## src/hw/hac_defs.svh

```systemverilog
// register offsets, field positions, reset values and link constants of the haptic config bank
`ifndef HAC_DEFS_SVH
`define HAC_DEFS_SVH

// --------------------------------------------------
// register offsets
// --------------------------------------------------
`define HAC_OFS_AUDIO_PATH_CONTROL 8'h11
`define HAC_OFS_AUDIO_INPUT_FLOOR 8'h12
`define HAC_OFS_AUDIO_INPUT_FULL_SCALE 8'h13
`define HAC_OFS_AUDIO_DRIVE_FLOOR 8'h14
`define HAC_OFS_AUDIO_DRIVE_CEILING 8'h15
`define HAC_OFS_MOTOR_RATED_LEVEL 8'h16
`define HAC_OFS_OVERDRIVE_LIMIT 8'h17
`define HAC_OFS_CAL_LOSS_COMPENSATION 8'h18
`define HAC_OFS_FIRST 8'h11
`define HAC_OFS_LAST 8'h18
`define HAC_NUM_REGS 8

// --------------------------------------------------
// reset values
// --------------------------------------------------
`define HAC_RST_AUDIO_PATH_CONTROL 8'h05
`define HAC_RST_AUDIO_INPUT_FLOOR 8'h19
`define HAC_RST_AUDIO_INPUT_FULL_SCALE 8'hff
`define HAC_RST_AUDIO_DRIVE_FLOOR 8'h19
`define HAC_RST_AUDIO_DRIVE_CEILING 8'hff
`define HAC_RST_MOTOR_RATED_LEVEL 8'h3e
`define HAC_RST_OVERDRIVE_LIMIT 8'h8c
`define HAC_RST_CAL_LOSS_COMPENSATION 8'h0c

// --------------------------------------------------
// audio path control fields
// --------------------------------------------------
`define HAC_PEAK_WINDOW_MSB 3
`define HAC_PEAK_WINDOW_LSB 2
`define HAC_LOWPASS_MSB 1
`define HAC_LOWPASS_LSB 0
`define HAC_CTRL_WRITE_MASK 8'h0f
`define HAC_PEAK_STEP_MS 6'h0a
`define HAC_LOWPASS_HZ_0 8'h64
`define HAC_LOWPASS_HZ_1 8'h7d
`define HAC_LOWPASS_HZ_2 8'h96
`define HAC_LOWPASS_HZ_3 8'hc8

// --------------------------------------------------
// scaling and link
// --------------------------------------------------
`define HAC_FULL_CODE 10'h0ff
`define HAC_SLAVE_ADDR 7'h2d
`define HAC_UNMAPPED_READ 8'h00

`endif

```

## src/hw/hac_pkg.sv

```systemverilog
// types shared by the haptic config bank
package hac_pkg;

    typedef enum logic [2:0] {
        HAC_IDLE,
        HAC_RX,
        HAC_RX_ACK,
        HAC_TX,
        HAC_TX_ACK
    } hac_link_state_e;

    typedef enum logic [1:0] {
        HAC_BYTE_ADDR,
        HAC_BYTE_PTR,
        HAC_BYTE_DATA
    } hac_byte_kind_e;

endpackage

```

## src/hw/hac_cfg_bank.sv

```systemverilog
// haptic audio and calibration configuration bank with its two-wire slave
//
// What this block does
// - peak window field bits 3-2, 10-40 ms
// - lowpass field bits 1-0, 100-200 Hz
// - audio levels below input floor ignored
// - input full scale register caps level
// - audio drive not below drive floor unless input is below input floor (then 0)
// - audio drive not above drive ceiling unless drive floor exceeds it
// - closed loop uses rated level reference
// - calibration reads rated level; host preloads
// - open loop ignores rated level register
// - closed loop overdrive bounded by clamp
// - open loop reference is overdrive clamp
// - calibration stores loss compensation result
// - playback gain times one plus comp/255
// - audio path control at offset 0x11
`timescale 1ns/1ps
`include "hac_defs.svh"

module hac_cfg_bank #(
    parameter logic [6:0] SLAVE_ADDR = `HAC_SLAVE_ADDR
) (
    input wire logic clk_sys,
    input wire logic rst_b,
    input wire logic scl_in,
    input wire logic sda_in,
    output logic sda_out,
    output logic sda_oe,
    input wire logic loop_closed,
    input wire logic cal_done,
    input wire logic [7:0] cal_comp_value,
    input wire logic [7:0] audio_level_in,
    input wire logic [7:0] audio_drive_req,
    input wire logic [7:0] drive_gain_in,
    output logic [1:0] audio_peak_window,
    output logic [5:0] peak_window_ms,
    output logic [1:0] audio_lowpass_select,
    output logic [7:0] lowpass_hz,
    output logic [7:0] audio_level_used,
    output logic audio_active,
    output logic [7:0] audio_drive_out,
    output logic [7:0] drive_reference,
    output logic [7:0] overdrive_bound,
    output logic [7:0] cal_rated_level,
    output logic [8:0] comp_drive_gain
);

    // --------------------------------------------------
    // decode helpers
    // --------------------------------------------------
    function automatic logic ofs_valid(input logic [7:0] ofs);
        ofs_valid = (ofs >= `HAC_OFS_FIRST) && (ofs <= `HAC_OFS_LAST);
    endfunction

    function automatic logic [2:0] ofs_index(input logic [7:0] ofs);
        logic [7:0] diff;
        diff = ofs - `HAC_OFS_FIRST;
        ofs_index = diff[2:0];
    endfunction

    function automatic logic [7:0] reset_value(input int idx);
        case (idx)
            0: reset_value = `HAC_RST_AUDIO_PATH_CONTROL;
            1: reset_value = `HAC_RST_AUDIO_INPUT_FLOOR;
            2: reset_value = `HAC_RST_AUDIO_INPUT_FULL_SCALE;
            3: reset_value = `HAC_RST_AUDIO_DRIVE_FLOOR;
            4: reset_value = `HAC_RST_AUDIO_DRIVE_CEILING;
            5: reset_value = `HAC_RST_MOTOR_RATED_LEVEL;
            6: reset_value = `HAC_RST_OVERDRIVE_LIMIT;
            default: reset_value = `HAC_RST_CAL_LOSS_COMPENSATION;
        endcase
    endfunction

    // --------------------------------------------------
    // pin synchronisers
    // --------------------------------------------------
    logic [2:0] scl_pipe_reg;
    logic [2:0] sda_pipe_reg;
    logic scl_rise;
    logic scl_fall;
    logic bus_start;
    logic bus_stop;

    always_ff @(posedge clk_sys or negedge rst_b)
    begin
        if (!rst_b)
        begin
            scl_pipe_reg <= 3'h7;
            sda_pipe_reg <= 3'h7;
        end
        else
        begin
            scl_pipe_reg <= {scl_pipe_reg[1:0], scl_in};
            sda_pipe_reg <= {sda_pipe_reg[1:0], sda_in};
        end
    end

    // edges only look at stages 1 and 2; stage 0 feeds nothing else
    always_comb
    begin
        scl_rise = scl_pipe_reg[1] && !scl_pipe_reg[2];
        scl_fall = !scl_pipe_reg[1] && scl_pipe_reg[2];
        bus_start = scl_pipe_reg[1] && scl_pipe_reg[2] && sda_pipe_reg[2] && !sda_pipe_reg[1];
        bus_stop = scl_pipe_reg[1] && scl_pipe_reg[2] && !sda_pipe_reg[2] && sda_pipe_reg[1];
    end

    // --------------------------------------------------
    // two-wire slave
    // --------------------------------------------------
    hac_pkg::hac_link_state_e state_reg, state_next;
    hac_pkg::hac_byte_kind_e kind_reg, kind_next;
    logic [7:0] shift_reg, shift_next;
    logic [3:0] bit_cnt_reg, bit_cnt_next;
    logic [7:0] ptr_reg, ptr_next;
    logic read_mode_reg, read_mode_next;
    logic nack_reg, nack_next;
    logic sda_oe_reg, sda_oe_next;
    logic host_wr;
    logic [7:0] host_wr_ofs;
    logic [7:0] host_wr_data;
    logic [7:0] cfg_reg [0:`HAC_NUM_REGS-1];
    logic [7:0] cfg_next [0:`HAC_NUM_REGS-1];
    logic [7:0] rd_byte;

    // unmapped offsets read as zero and swallow writes
    always_comb
    begin
        rd_byte = `HAC_UNMAPPED_READ;
        if (ofs_valid(ptr_reg))
        begin
            rd_byte = cfg_reg[ofs_index(ptr_reg)];
        end
    end

    always_comb
    begin
        state_next = state_reg;
        kind_next = kind_reg;
        shift_next = shift_reg;
        bit_cnt_next = bit_cnt_reg;
        ptr_next = ptr_reg;
        read_mode_next = read_mode_reg;
        nack_next = nack_reg;
        sda_oe_next = sda_oe_reg;
        host_wr = 1'b0;
        host_wr_ofs = ptr_reg;
        host_wr_data = shift_reg;
        if (bus_start)
        begin
            // repeated start keeps the pointer for write-pointer-then-read
            state_next = hac_pkg::HAC_RX;
            kind_next = hac_pkg::HAC_BYTE_ADDR;
            bit_cnt_next = 4'h0;
            sda_oe_next = 1'b0;
        end
        else if (bus_stop)
        begin
            state_next = hac_pkg::HAC_IDLE;
            sda_oe_next = 1'b0;
        end
        else
        begin
            case (state_reg)
                hac_pkg::HAC_IDLE:
                begin
                    sda_oe_next = 1'b0;
                end
                hac_pkg::HAC_RX:
                begin
                    if (scl_rise && bit_cnt_reg != 4'h8)
                    begin
                        shift_next = {shift_reg[6:0], sda_pipe_reg[1]};
                        bit_cnt_next = bit_cnt_reg + 4'h1;
                    end
                    else if (scl_fall && bit_cnt_reg == 4'h8)
                    begin
                        bit_cnt_next = 4'h0;
                        state_next = hac_pkg::HAC_RX_ACK;
                        sda_oe_next = 1'b1;
                        case (kind_reg)
                            hac_pkg::HAC_BYTE_ADDR:
                            begin
                                read_mode_next = shift_reg[0];
                                if (shift_reg[7:1] != SLAVE_ADDR)
                                begin
                                    state_next = hac_pkg::HAC_IDLE;
                                    sda_oe_next = 1'b0;
                                end
                            end
                            hac_pkg::HAC_BYTE_PTR:
                            begin
                                ptr_next = shift_reg;
                            end
                            default:
                            begin
                                host_wr = 1'b1;
                                ptr_next = ptr_reg + 8'h01;
                            end
                        endcase
                    end
                end
                hac_pkg::HAC_RX_ACK:
                begin
                    if (scl_fall)
                    begin
                        if (kind_reg == hac_pkg::HAC_BYTE_ADDR && read_mode_reg)
                        begin
                            shift_next = rd_byte;
                            ptr_next = ptr_reg + 8'h01;
                            sda_oe_next = !rd_byte[7];
                            state_next = hac_pkg::HAC_TX;
                        end
                        else
                        begin
                            sda_oe_next = 1'b0;
                            state_next = hac_pkg::HAC_RX;
                            kind_next = (kind_reg == hac_pkg::HAC_BYTE_ADDR) ? hac_pkg::HAC_BYTE_PTR
                                                                               : hac_pkg::HAC_BYTE_DATA;
                        end
                    end
                end
                hac_pkg::HAC_TX:
                begin
                    if (scl_fall)
                    begin
                        if (bit_cnt_reg == 4'h7)
                        begin
                            bit_cnt_next = 4'h0;
                            sda_oe_next = 1'b0;
                            state_next = hac_pkg::HAC_TX_ACK;
                        end
                        else
                        begin
                            shift_next = {shift_reg[6:0], 1'b0};
                            sda_oe_next = !shift_reg[6];
                            bit_cnt_next = bit_cnt_reg + 4'h1;
                        end
                    end
                end
                hac_pkg::HAC_TX_ACK:
                begin
                    if (scl_rise)
                    begin
                        nack_next = sda_pipe_reg[1];
                    end
                    else if (scl_fall)
                    begin
                        if (nack_reg)
                        begin
                            state_next = hac_pkg::HAC_IDLE;
                        end
                        else
                        begin
                            shift_next = rd_byte;
                            ptr_next = ptr_reg + 8'h01;
                            sda_oe_next = !rd_byte[7];
                            state_next = hac_pkg::HAC_TX;
                        end
                    end
                end
                default:
                begin
                    state_next = hac_pkg::HAC_IDLE;
                    sda_oe_next = 1'b0;
                end
            endcase
        end
    end

    always_ff @(posedge clk_sys or negedge rst_b)
    begin
        if (!rst_b)
        begin
            state_reg <= hac_pkg::HAC_IDLE;
            kind_reg <= hac_pkg::HAC_BYTE_ADDR;
            shift_reg <= 8'h00;
            bit_cnt_reg <= 4'h0;
            ptr_reg <= 8'h00;
            read_mode_reg <= 1'b0;
            nack_reg <= 1'b0;
            sda_oe_reg <= 1'b0;
        end
        else
        begin
            state_reg <= state_next;
            kind_reg <= kind_next;
            shift_reg <= shift_next;
            bit_cnt_reg <= bit_cnt_next;
            ptr_reg <= ptr_next;
            read_mode_reg <= read_mode_next;
            nack_reg <= nack_next;
            sda_oe_reg <= sda_oe_next;
        end
    end

    // --------------------------------------------------
    // register file
    // --------------------------------------------------
    always_comb
    begin
        for (int i = 0; i < `HAC_NUM_REGS; i++)
        begin
            cfg_next[i] = cfg_reg[i];
        end
        if (host_wr && ofs_valid(host_wr_ofs))
        begin
            cfg_next[ofs_index(host_wr_ofs)] = host_wr_data;
        end
        // control sits at the first index; upper nibble forced low
        cfg_next[ofs_index(`HAC_OFS_AUDIO_PATH_CONTROL)] =
            cfg_next[ofs_index(`HAC_OFS_AUDIO_PATH_CONTROL)] & `HAC_CTRL_WRITE_MASK;
        // calibration result beats a host write landing in the same cycle
        if (cal_done)
        begin
            cfg_next[ofs_index(`HAC_OFS_CAL_LOSS_COMPENSATION)] = cal_comp_value;
        end
    end

    generate
        for (genvar g = 0; g < `HAC_NUM_REGS; g++)
        begin : g_cfg
            always_ff @(posedge clk_sys or negedge rst_b)
            begin
                if (!rst_b)
                begin
                    cfg_reg[g] <= reset_value(g);
                end
                else
                begin
                    cfg_reg[g] <= cfg_next[g];
                end
            end
        end
    endgenerate

    // --------------------------------------------------
    // engine-facing values
    // --------------------------------------------------
    logic [7:0] ctrl;
    logic [7:0] in_floor;
    logic [7:0] in_full;
    logic [7:0] drv_floor;
    logic [7:0] drv_ceil;
    logic [7:0] rated;
    logic [7:0] od_limit;
    logic [7:0] comp;
    logic [1:0] peak_sel_next;
    logic [5:0] peak_ms_next;
    logic [1:0] lp_sel_next;
    logic [7:0] lp_hz_next;
    logic [7:0] level_next;
    logic active_next;
    logic [7:0] drive_next;
    logic [7:0] ref_next;
    logic [16:0] gain_prod;
    logic [16:0] gain_quot;
    logic [8:0] gain_next;

    always_comb
    begin
        ctrl = cfg_reg[ofs_index(`HAC_OFS_AUDIO_PATH_CONTROL)];
        in_floor = cfg_reg[ofs_index(`HAC_OFS_AUDIO_INPUT_FLOOR)];
        in_full = cfg_reg[ofs_index(`HAC_OFS_AUDIO_INPUT_FULL_SCALE)];
        drv_floor = cfg_reg[ofs_index(`HAC_OFS_AUDIO_DRIVE_FLOOR)];
        drv_ceil = cfg_reg[ofs_index(`HAC_OFS_AUDIO_DRIVE_CEILING)];
        rated = cfg_reg[ofs_index(`HAC_OFS_MOTOR_RATED_LEVEL)];
        od_limit = cfg_reg[ofs_index(`HAC_OFS_OVERDRIVE_LIMIT)];
        comp = cfg_reg[ofs_index(`HAC_OFS_CAL_LOSS_COMPENSATION)];
        peak_sel_next = ctrl[`HAC_PEAK_WINDOW_MSB:`HAC_PEAK_WINDOW_LSB];
        peak_ms_next = `HAC_PEAK_STEP_MS * ({4'h0, peak_sel_next} + 6'h01);
        lp_sel_next = ctrl[`HAC_LOWPASS_MSB:`HAC_LOWPASS_LSB];
        case (lp_sel_next)
            2'h0: lp_hz_next = `HAC_LOWPASS_HZ_0;
            2'h1: lp_hz_next = `HAC_LOWPASS_HZ_1;
            2'h2: lp_hz_next = `HAC_LOWPASS_HZ_2;
            default: lp_hz_next = `HAC_LOWPASS_HZ_3;
        endcase
        // input level clipped to the programmed full scale
        level_next = (audio_level_in > in_full) ? in_full : audio_level_in;
        active_next = (audio_level_in >= in_floor);
        // floor applied after ceiling so a floor above ceiling still wins
        drive_next = (audio_drive_req > drv_ceil) ? drv_ceil : audio_drive_req;
        drive_next = (drive_next < drv_floor) ? drv_floor : drive_next;
        if (!active_next)
        begin
            drive_next = 8'h00;
        end
        ref_next = loop_closed ? rated : od_limit;
        // gain * (255 + comp) / 255 is the same as gain * (1 + comp/255)
        gain_prod = {9'h000, drive_gain_in} * ({9'h000, comp} + {7'h00, `HAC_FULL_CODE});
        gain_quot = gain_prod / {7'h00, `HAC_FULL_CODE};
        gain_next = gain_quot[8:0];
    end

    logic sda_out_reg;
    logic [1:0] peak_sel_reg;
    logic [5:0] peak_ms_reg;
    logic [1:0] lp_sel_reg;
    logic [7:0] lp_hz_reg;
    logic [7:0] level_reg;
    logic active_reg;
    logic [7:0] drive_reg;
    logic [7:0] ref_reg;
    logic [7:0] od_bound_reg;
    logic [7:0] cal_rated_reg;
    logic [8:0] gain_reg;

    always_ff @(posedge clk_sys or negedge rst_b)
    begin
        if (!rst_b)
        begin
            sda_out_reg <= 1'b0;
            peak_sel_reg <= 2'h1;
            peak_ms_reg <= 6'h14;
            lp_sel_reg <= 2'h1;
            lp_hz_reg <= `HAC_LOWPASS_HZ_1;
            level_reg <= 8'h00;
            active_reg <= 1'b0;
            drive_reg <= 8'h00;
            ref_reg <= 8'h00;
            od_bound_reg <= `HAC_RST_OVERDRIVE_LIMIT;
            cal_rated_reg <= `HAC_RST_MOTOR_RATED_LEVEL;
            gain_reg <= 9'h000;
        end
        else
        begin
            sda_out_reg <= 1'b0;
            peak_sel_reg <= peak_sel_next;
            peak_ms_reg <= peak_ms_next;
            lp_sel_reg <= lp_sel_next;
            lp_hz_reg <= lp_hz_next;
            level_reg <= level_next;
            active_reg <= active_next;
            drive_reg <= drive_next;
            ref_reg <= ref_next;
            od_bound_reg <= od_limit;
            cal_rated_reg <= rated;
            gain_reg <= gain_next;
        end
    end

    assign sda_out = sda_out_reg;
    assign sda_oe = sda_oe_reg;
    assign audio_peak_window = peak_sel_reg;
    assign peak_window_ms = peak_ms_reg;
    assign audio_lowpass_select = lp_sel_reg;
    assign lowpass_hz = lp_hz_reg;
    assign audio_level_used = level_reg;
    assign audio_active = active_reg;
    assign audio_drive_out = drive_reg;
    assign drive_reference = ref_reg;
    assign overdrive_bound = od_bound_reg;
    assign cal_rated_level = cal_rated_reg;
    assign comp_drive_gain = gain_reg;

endmodule // hac_cfg_bank

```

## config.mk

```make
export PLATFORM = sky130hd
export DESIGN_NAME = hac_cfg_bank
export DESIGN_NICKNAME = d
export VERILOG_FILES = /design/src/hw/hac_pkg.sv /design/src/hw/hac_cfg_bank.sv
export VERILOG_INCLUDE_DIRS = /design/src /design/src/hw
export SDC_FILE = /design/constraint.sdc
export NUM_CORES = 1
export LEC_CHECK = 0
export ABC_AREA = 1
export ABC_CLOCK_PERIOD_IN_PS = 8000
export BUFFER_PORTS_ARGS = -buffer_cell sky130_fd_sc_hd__buf_2
export CORE_UTILIZATION = 50
export DETAILED_ROUTE_END_ITERATION = 12
export PLACE_DENSITY = 0.73
export SKIP_CTS_REPAIR_TIMING = 1
export SLEW_MARGIN = 30
export SYNTH_ARGS = -nofsm -noshare
export SYNTH_HDL_FRONTEND = slang
export SYNTH_SLANG_ARGS = --single-unit
```

## constraint.sdc

```tcl
create_clock -name clk_sys -period 8 [get_ports clk_sys]
set_input_delay 1.6 -clock clk_sys [delete_from_list [all_inputs] [get_ports clk_sys]]
set_output_delay 1.6 -clock clk_sys [all_outputs]
set_load 0.03 [all_outputs]
```

==> run metrics, run 1 <==
outcome finished with violations; failing checks negative setup slack; via/cell ratio 5.30; IO Pins 108; Port Buffers 105; chip height 158 microns; most frequent cells in the layout nand2_1 (325), inv_1 (242), buf_4 (210); Syn Area/Cell 7.61 sq um; setup TNS -3.97 ns; chip width 158 microns; delay-heaviest family, CP simple AND/OR/NAND/NOR gates; maximum root-to-sink buffer count 2; CP Capture Type flip-flop; Top FF cell, synth dfrtp_1; post-synthesis register bit count 160; flop-to-flop setup slack -1.32 ns; highest routed layer met4; register area share after synthesis 0.335; DRC viols 0; starting density of the core 0.513; Yosys Warn Count 0; worst min path class reg -> reg; crit path max-delay cell type fa_1; Clock Sink Count 160; Fmax 105 MHz; TritonCTS clock tree yes; crit path kind in -> reg; cts bufs inserted 17; crit path DAT 9.88 ns; ANT cells 0; clock latency on the worst-skew pair 0.44 ns; post-synthesis cell type count 59; most common cell after layout, fill and taps aside nand2_1; unrepaired setup endpoints after global routing yes; share of cells above drive strength 1 0.333; fin. max-slew vios 0; worst-path maximum fanout 7; crit path time final 9.55 ns; H-Tree Depth 4; gr usage total 0.266; Vias 11900; detailed placement HPWL 24600 microns; Post-synth EDFFs 0; Setup Skew 0.0186 ns; reg2reg path depth 64; WL met3 2620 microns; Layout Utilization 0.679; Slew headroom 0.370; Synth top area share 0.212; cell depth of the worst hold path 0; routability cong. 0.953; initial antenna violation count 0; Gate Count Post-Synth 1596; Die Area 24900 sq um; area added between synthesis and finish 32.3%; grt total ovfl 0; first-pass GRT wire length 52600 microns; max cap viols 0; Setup WS post-layout -1.55 ns; asr flop ratio synth 1.00; DR pass1 iterations 6; cell count along the critical path 59; Final Setup Violations 4; Setup crit start kind primary input; Fin. Hold Viols 0; antenna viol nets, final 0; vias in the first global route 11000; leading post-synthesis cells by cell area dfrtp_1 (21%), dfstp_2 (12%), nand2_1 (11%); CP bufs+invs 9; Root Buffer clkbuf_16; fin nets 2079; wire length on met1 14600 microns; largest stage delay on the critical path 0.54 ns; worst slew pin tran 0.938 ns; cell taking the most area after synthesis dfrtp_1; DR WL/cell 15.0 microns; Worst EP required 8.33 ns; smallest hold slack 0.356 ns; drt initial violations 1012; Routed WL 33800 microns; Design Area, Final 16100 sq um; DR WL met2 15900 microns; CTS clock-pin slew for the worst setup and hold paths 0.07 ns; most frequent cell on the critical path nand2_4; num rows 56; largest net degree at the start of global routing 97; Period Utilization, post-route 1.19; CORE AREA 23700 sq um; max reg flops 9; dpl cell area 14700 sq um; synthesized area 12100 sq um
-- layout make-up --
cell class	count	area (sq um)
Timing Repair Buffer	319	2170
Clock buffer	19	443
Inverter	284	1090
Multi-Input combinational cell	1134	7750
Clock inverter	13	148
Tap cell	319	399
Fill cell	1870	7610
Sequential cell	160	4080
-- stage by stage --
step                      cells  setup slack, ns
after detailed placement   2183            -1.96
after floorplan            1597            -1.11
final                      2248            -1.55
after CTS                  2215            -1.52
after global placement     2183            -1.83
after global routing       2248            -2.07
-- cells by family (layout without fill, tap and decap cells) --
kind of cell,count (synthesis),in the layout,share of synthesized area
xor gates and xnor gates,24,24,0.0192
DFF,160,160,0.335
AOI/OAI and AO/OA,281,281,0.132
buffers and inverters,304,635,0.0952
other,1,2,0.000309
adders and majority gates,125,125,0.155
muxes,2,2,0.00185
and+or+nand+nor,699,700,0.261
-- routing by layer --
metal | global-route usage | vias up
li1 | - | 5795
met2 | 0.425 | 489
met5 | 0 | -
met4 | 0.0730 | 0
met3 | 0.0515 | 63
met1 | 0.365 | 5565
-- synthesized netlist by cell type (9+ instances only) --
master      n
inv_2      20
o21ai_1    15
o21ai_0   132
nand2_2    17
clkbuf_1   16
o22ai_1    12
nand2_4    10
nand3_1    69
nand3_2    16
o211ai_1    9
a21oi_1    56
ha_1       83
nand4_1    23
nor2_1    135
nor2_2     11
dfrtp_1   103
xor2_1     17
inv_1     258
dfstp_2    57
nor3_1     19
fa_1       42
a22oi_1    15
nand2_1   371
-- final timing paths --
check	from	end
worst min register to register	scl_pipe_reg[0]	scl_pipe_reg[1]
worst max-delay path	drive_gain_in[4]	comp_drive_gain[0]
max in group asynchronous	rst_b	drv_floor[5]
worst min-delay path	scl_pipe_reg[0]	scl_pipe_reg[1]
worst max register to register	comp[1]	comp_drive_gain[0]
min in group asynchronous	rst_b	lowpass_hz[7]
Power of run 1 is left out: the tool's default activity adds up to more than one toggle a clock period on the data nets, which glitch-free logic cannot reach.
==> run 2: changes to the inputs <==
--- a/config.mk
+++ b/config.mk
@@ -9,9 +9,10 @@
 export ABC_AREA = 1
 export ABC_CLOCK_PERIOD_IN_PS = 8000
 export BUFFER_PORTS_ARGS = -buffer_cell sky130_fd_sc_hd__buf_2
-export CORE_UTILIZATION = 50
+export CAP_MARGIN = 20
+export CORE_UTILIZATION = 55
 export DETAILED_ROUTE_END_ITERATION = 12
-export PLACE_DENSITY = 0.73
+export PLACE_DENSITY = 0.79
 export SKIP_CTS_REPAIR_TIMING = 1
 export SLEW_MARGIN = 30
 export SYNTH_ARGS = -nofsm -noshare
==> run 2 against run 1 <==
- core utilization up 5.7 points
- register-to-register slack worse by 0.13 ns
- global-route usage up 3.8 points
- highest routed layer unchanged
- clock skew up 0.0011 ns
- the flow still finishes with violations (negative setup slack)
==> run metrics, run 2 (synthesis gave the netlist of run 1 again) <==
Slew headroom 0.397 (+0.0269); starting density of the core 0.558 (+0.0454); worst min path class reg -> reg; Period Utilization, post-route 1.20 (+0.0104); clock latency on the worst-skew pair 0.44 ns (about the same); DR WL/cell 16.2 microns (+7.8%); CORE AREA 21800 sq um (-8.1%); most frequent cell on the critical path nand2_4; num rows 54 (-3.6%); worst slew pin tran 0.898 ns (-0.0401 ns); Final Non-Filler Cells 2205 (-1.9%); IO Pins 108 (unchanged); DRC viols 0 (unchanged); Placed Cells incl. Taps 2140 (-2.0%); unrepaired setup endpoints after global routing yes; worst-path maximum fanout 6 (-1); chip width 151 microns (-4.6%); crit path max-delay cell type fa_1; most frequent cells in the layout nand2_1 (323), inv_1 (242), buf_4 (206); Clock Sink Count 160 (unchanged); fillers 1541 (-18%); Setup WS post-layout -1.63 ns (-0.0833 ns); cts bufs inserted 17 (unchanged); GRT met2 Usage 0.490 (+0.0644); gr usage total 0.304 (+0.0378); flop-to-flop setup slack -1.45 ns (-0.13 ns); Setup Skew 0.0198 ns (+0.00114 ns); hold_sp scl_pipe_reg[0]; routability cong. 0.947 (-0.63%); cell depth of the worst hold path 0 (unchanged); most common cell after layout, fill and taps aside nand2_1; H-Tree Depth 4 (unchanged); area added between synthesis and finish 31.7%; r2r startpoint comp[1]; failing checks negative setup slack; vias in the first global route 11300 (+2.7%); GR met1 Demand/Resource 0.426 (+0.0604); Setup crit start kind primary input; GRT Max-Usage Layer met2; Layout Utilization 0.736 (+0.0568); TritonCTS clock tree yes; reg2reg path depth 64 (unchanged); Fin. Hold Viols 0 (unchanged); antenna viol nets, final 0 (unchanged); Root Buffer clkbuf_16; maximum root-to-sink buffer count 2 (unchanged); crit path DAT 10.01 ns (+0.13 ns); DR pass1 iterations 5 (-1); Worst EP required 8.38 ns (+0.05 ns); Vias 12300 (+3.4%); largest stage delay on the critical path 0.56 ns (+0.02 ns); FF-to-FF End comp_drive_gain[0]; first-pass GRT wire length 54400 microns (+3.5%); Worst Hold End scl_pipe_reg[1]; setup TNS -4.22 ns (-0.256 ns); crit path kind in -> reg; grt total ovfl 0 (unchanged); Die Area 22700 sq um (-9.0%); Final Setup Violations 4 (unchanged); Routed WL 35700 microns (+5.7%); CTS clock-pin slew for the worst setup and hold paths 0.07 ns (about the same); chip height 151 microns (-4.6%); outcome finished with violations; Fmax 104 MHz (-0.87%); max reg flops 9 (unchanged); Port Buffers 105 (unchanged); CP Capture Type flip-flop; detailed placement HPWL 25600 microns (+4.1%); met3 Use GR 0.0376 (-0.0139); fin. max-slew vios 0 (unchanged); via/cell ratio 5.59 (+5.5%); drt initial violations 1044 (+3.2%); crit path time final 9.63 ns (+0.0833 ns); largest net degree at the start of global routing 93 (-4.1%); fin nets 2074 (-0.24%); initial antenna violation count 1 (+1); max cap viols 0 (unchanged); share of cells above drive strength 1 0.331 (-0.00225)
-- run 2: worst max-delay path, delay by kind of cell --
kind            cells  cell delay (ns)
simple gates       43             4.57
fa+ha+maj           6             2.61
buf+inv             8             0.69
compound gates      2             0.26
xor+xnor            1             0.23
-- run 2: area by class of cell --
class                   instances  area, sq um  share of cell area
flip-flops and latches        160         4080               0.255
diodes                          1         2.50            0.000156
inverters                     284         1100              0.0685
well taps                     280          350              0.0219
clock buffers                  17          425              0.0266
multi-input cells            1135         7760               0.485
clock inverters                15          180              0.0113
repair buffers                313         2110               0.132
-- run 2: per-layer routing --
metal  part of all wire  vias up
met3              0.082       90
met4              0.027        0
met2               0.47      598
met1               0.42     5829
met5                  0        -
li1                   -     5805
-- run 2: worst max-delay path by stage --
| stage | startpoint | endpoint | slack [ns] | cells after the start |
|---|---|---|---|---|
| after CTS | drive_gain_in[2] | comp_drive_gain[0] | -1.82 | 58 |
| after detailed placement | drive_gain_in[2] | comp_drive_gain[0] | -2.24 | 58 |
| after global placement | drive_gain_in[2] | comp_drive_gain[0] | -1.89 | 58 |
| after global routing | drive_gain_in[4] | comp_drive_gain[0] | -2.12 | 64 |
| after floorplan | drive_gain_in[4] | comp_drive_gain[0] | -1.11 | 62 |
| final | drive_gain_in[4] | comp_drive_gain[0] | -1.63 | 60 |
-- run 2: through the flow --
| step | hold WS [ns] | cell area [sq um] | worst slack (ns) |
|---|---|---|---|
| after floorplan | 0.345 | 12400 | -1.11 |
| after global placement | 0.346 | 14600 | -1.89 |
| after detailed placement | 0.347 | 14600 | -2.24 |
| after CTS | 0.356 | 15200 | -1.82 |
| after global routing | 0.365 | 16000 | -2.12 |
| final | 0.357 | 16000 | -1.63 |
Power of run 2 is left out for the same reason.
==> run 3: changes to the inputs <==
--- a/config.mk
+++ b/config.mk
@@ -12,7 +12,7 @@
 export CAP_MARGIN = 20
 export CORE_UTILIZATION = 55
 export DETAILED_ROUTE_END_ITERATION = 12
-export PLACE_DENSITY = 0.79
+export PLACE_DENSITY = 0.8
 export SKIP_CTS_REPAIR_TIMING = 1
 export SLEW_MARGIN = 30
 export SYNTH_ARGS = -nofsm -noshare
==> run 3 against run 2 <==
- the run still ends with negative setup slack left
- final cell count about the same
- first-iteration DRC count up 0.96%
- fmax down 0.98%
- via count down 1.0%
- clock skew down 0.0025 ns
- non-clock buffer count up 3
- core utilization down 0.092 points
- global-route usage down 0.65 points
==> run metrics, run 3 (synthesis gave the netlist of run 1 again) <==
outcome finished with violations; failing checks negative setup slack; r2r startpoint comp[1]; max cap viols 0 (unchanged); routability cong. 0.979 (+3.4%); Fmax 103 MHz (-0.98%); share of cells above drive strength 1 0.331 (+0.000523); Worst EP required 8.38 ns (about the same); H-Tree Depth 4 (unchanged); cell depth of the worst hold path 0 (unchanged); Clock Sink Count 160 (unchanged); most common cell after layout, fill and taps aside nand2_1; crit path time final 9.72 ns (+0.0953 ns); Setup Skew 0.0173 ns (-0.00247 ns); antenna viol nets, final 0 (unchanged); worst min path class reg -> reg; Placed Cells incl. Taps 2142 (+0.093%); FF-to-FF End comp_drive_gain[0]; fillers 1531 (-0.65%); Port Buffers 105 (unchanged); largest net degree at the start of global routing 93 (unchanged); chip height 151 microns (unchanged); Final Non-Filler Cells 2207 (+0.091%); area added between synthesis and finish 31.6%; crit path max-delay cell type fa_1; Setup crit start kind primary input; chip width 151 microns (unchanged); footprint of the multi-input gates 7730 sq um (-0.47%); most frequent cells in the layout nand2_1 (321), inv_1 (244), buf_4 (210); initial antenna violation count 0 (-1); most frequent cell on the critical path nand2_4; reg2reg path depth 70 (+9.4%); Worst Hold End scl_pipe_reg[1]; DRC viols 0 (unchanged); gr usage total 0.297 (-0.00653); fin nets 2077 (+0.14%); cts bufs inserted 17 (unchanged); Setup WS post-layout -1.72 ns (-0.0953 ns); starting density of the core 0.558 (unchanged); Period Utilization, post-route 1.22 (+0.0119); grt total ovfl 0 (unchanged); crit path DAT 10.11 ns (+0.10 ns); ANT cells 0 (-1); Root Buffer clkbuf_16; Slew headroom 0.357 (-0.0399); detailed placement HPWL 25000 microns (-2.4%); Final Setup Violations 4 (unchanged); Routed WL 35100 microns (-1.9%); unrepaired setup endpoints after global routing yes; drt initial violations 1054 (+0.96%); CP bufs+invs 10 (+2); worst-path maximum fanout 7 (+1); Post-Place Setup Slack -2.17 ns (+0.0701 ns); vias in the first global route 11200 (-1.2%); Die Area 22700 sq um (unchanged); hold_sp scl_pipe_reg[0]; clock latency on the worst-skew pair 0.45 ns (about the same); via/cell ratio 5.53 (-1.1%); CORE AREA 21800 sq um (unchanged); delay-heaviest family, CP simple AND/OR/NAND/NOR gates; Fin. Hold Viols 0 (unchanged); IO Pins 108 (unchanged); maximum root-to-sink buffer count 2 (unchanged); DR pass1 iterations 8 (+3); fin. max-slew vios 0 (unchanged); TritonCTS clock tree yes; DR WL/cell 15.9 microns (-2.0%); CTS clock-pin slew for the worst setup and hold paths 0.07 ns (about the same); largest stage delay on the critical path 0.55 ns (about the same); num rows 54 (unchanged); worst slew pin tran 0.958 ns (+0.0595 ns); crit path kind in -> reg; CP Capture Type flip-flop; flop-to-flop setup slack -1.54 ns (-0.09 ns); Vias 12200 (-1.0%); max reg flops 9 (unchanged); Sequential cell area 4080 sq um (unchanged); first-pass GRT wire length 53200 microns (-2.2%)
## run 3: cell count changes in the layout (fill, tap and decap cells not counted), moves of 4 or more
cell,before,now
nand3_2,18,25
nand3_4,20,15
nor2_4,21,16
buf_4,206,210
nand2_4,27,31
nor2_1,107,111
## run 3: how the worst max path moves through the flow
stage / from / endpoint / slack [ns] / cells after the start
5_1_grt: drive_gain_in[3] / comp_drive_gain[0] / -2.20 / 64
3_5_place_dp: drive_gain_in[4] / comp_drive_gain[0] / -2.17 / 60
4_1_cts: drive_gain_in[4] / comp_drive_gain[0] / -1.73 / 60
2_1_floorplan: drive_gain_in[4] / comp_drive_gain[0] / -1.11 / 62
6_report: drive_gain_in[3] / comp_drive_gain[0] / -1.72 / 65
3_3_place_gp: drive_gain_in[3] / comp_drive_gain[0] / -1.85 / 60
## run 3: area by class of cell
cell class / instances / area share
multi-input combinational: 1135 / 0.483
sequential: 160 / 0.255
timing repair buffer: 316 / 0.133
inverter: 284 / 0.0686
clock buffer: 17 / 0.0266
tap: 280 / 0.0219
clock inverter: 15 / 0.0113
## run 3: per-layer routing
metal	track usage	up-vias	share of wire
met2	0.476	546	0.47
met3	0.0564	78	0.085
met5	0	-	0
li1	-	5799	-
met1	0.414	5775	0.42
met4	0.0735	0	0.022
## run 3: per-stage QoR
step | TNS, ns | util | hold slack (ns) | area (sq um)
final | -4.49 | 0.735 | 0.359 | 16000
after global placement | -5.17 | 0.671 | 0.346 | 14600
after CTS | -4.40 | 0.698 | 0.359 | 15200
after global routing | -6.29 | 0.735 | 0.364 | 16000
after detailed placement | -6.45 | 0.671 | 0.349 | 14600
after floorplan | -1.94 | - | 0.345 | 12400
Power of run 3 is left out for the same reason.
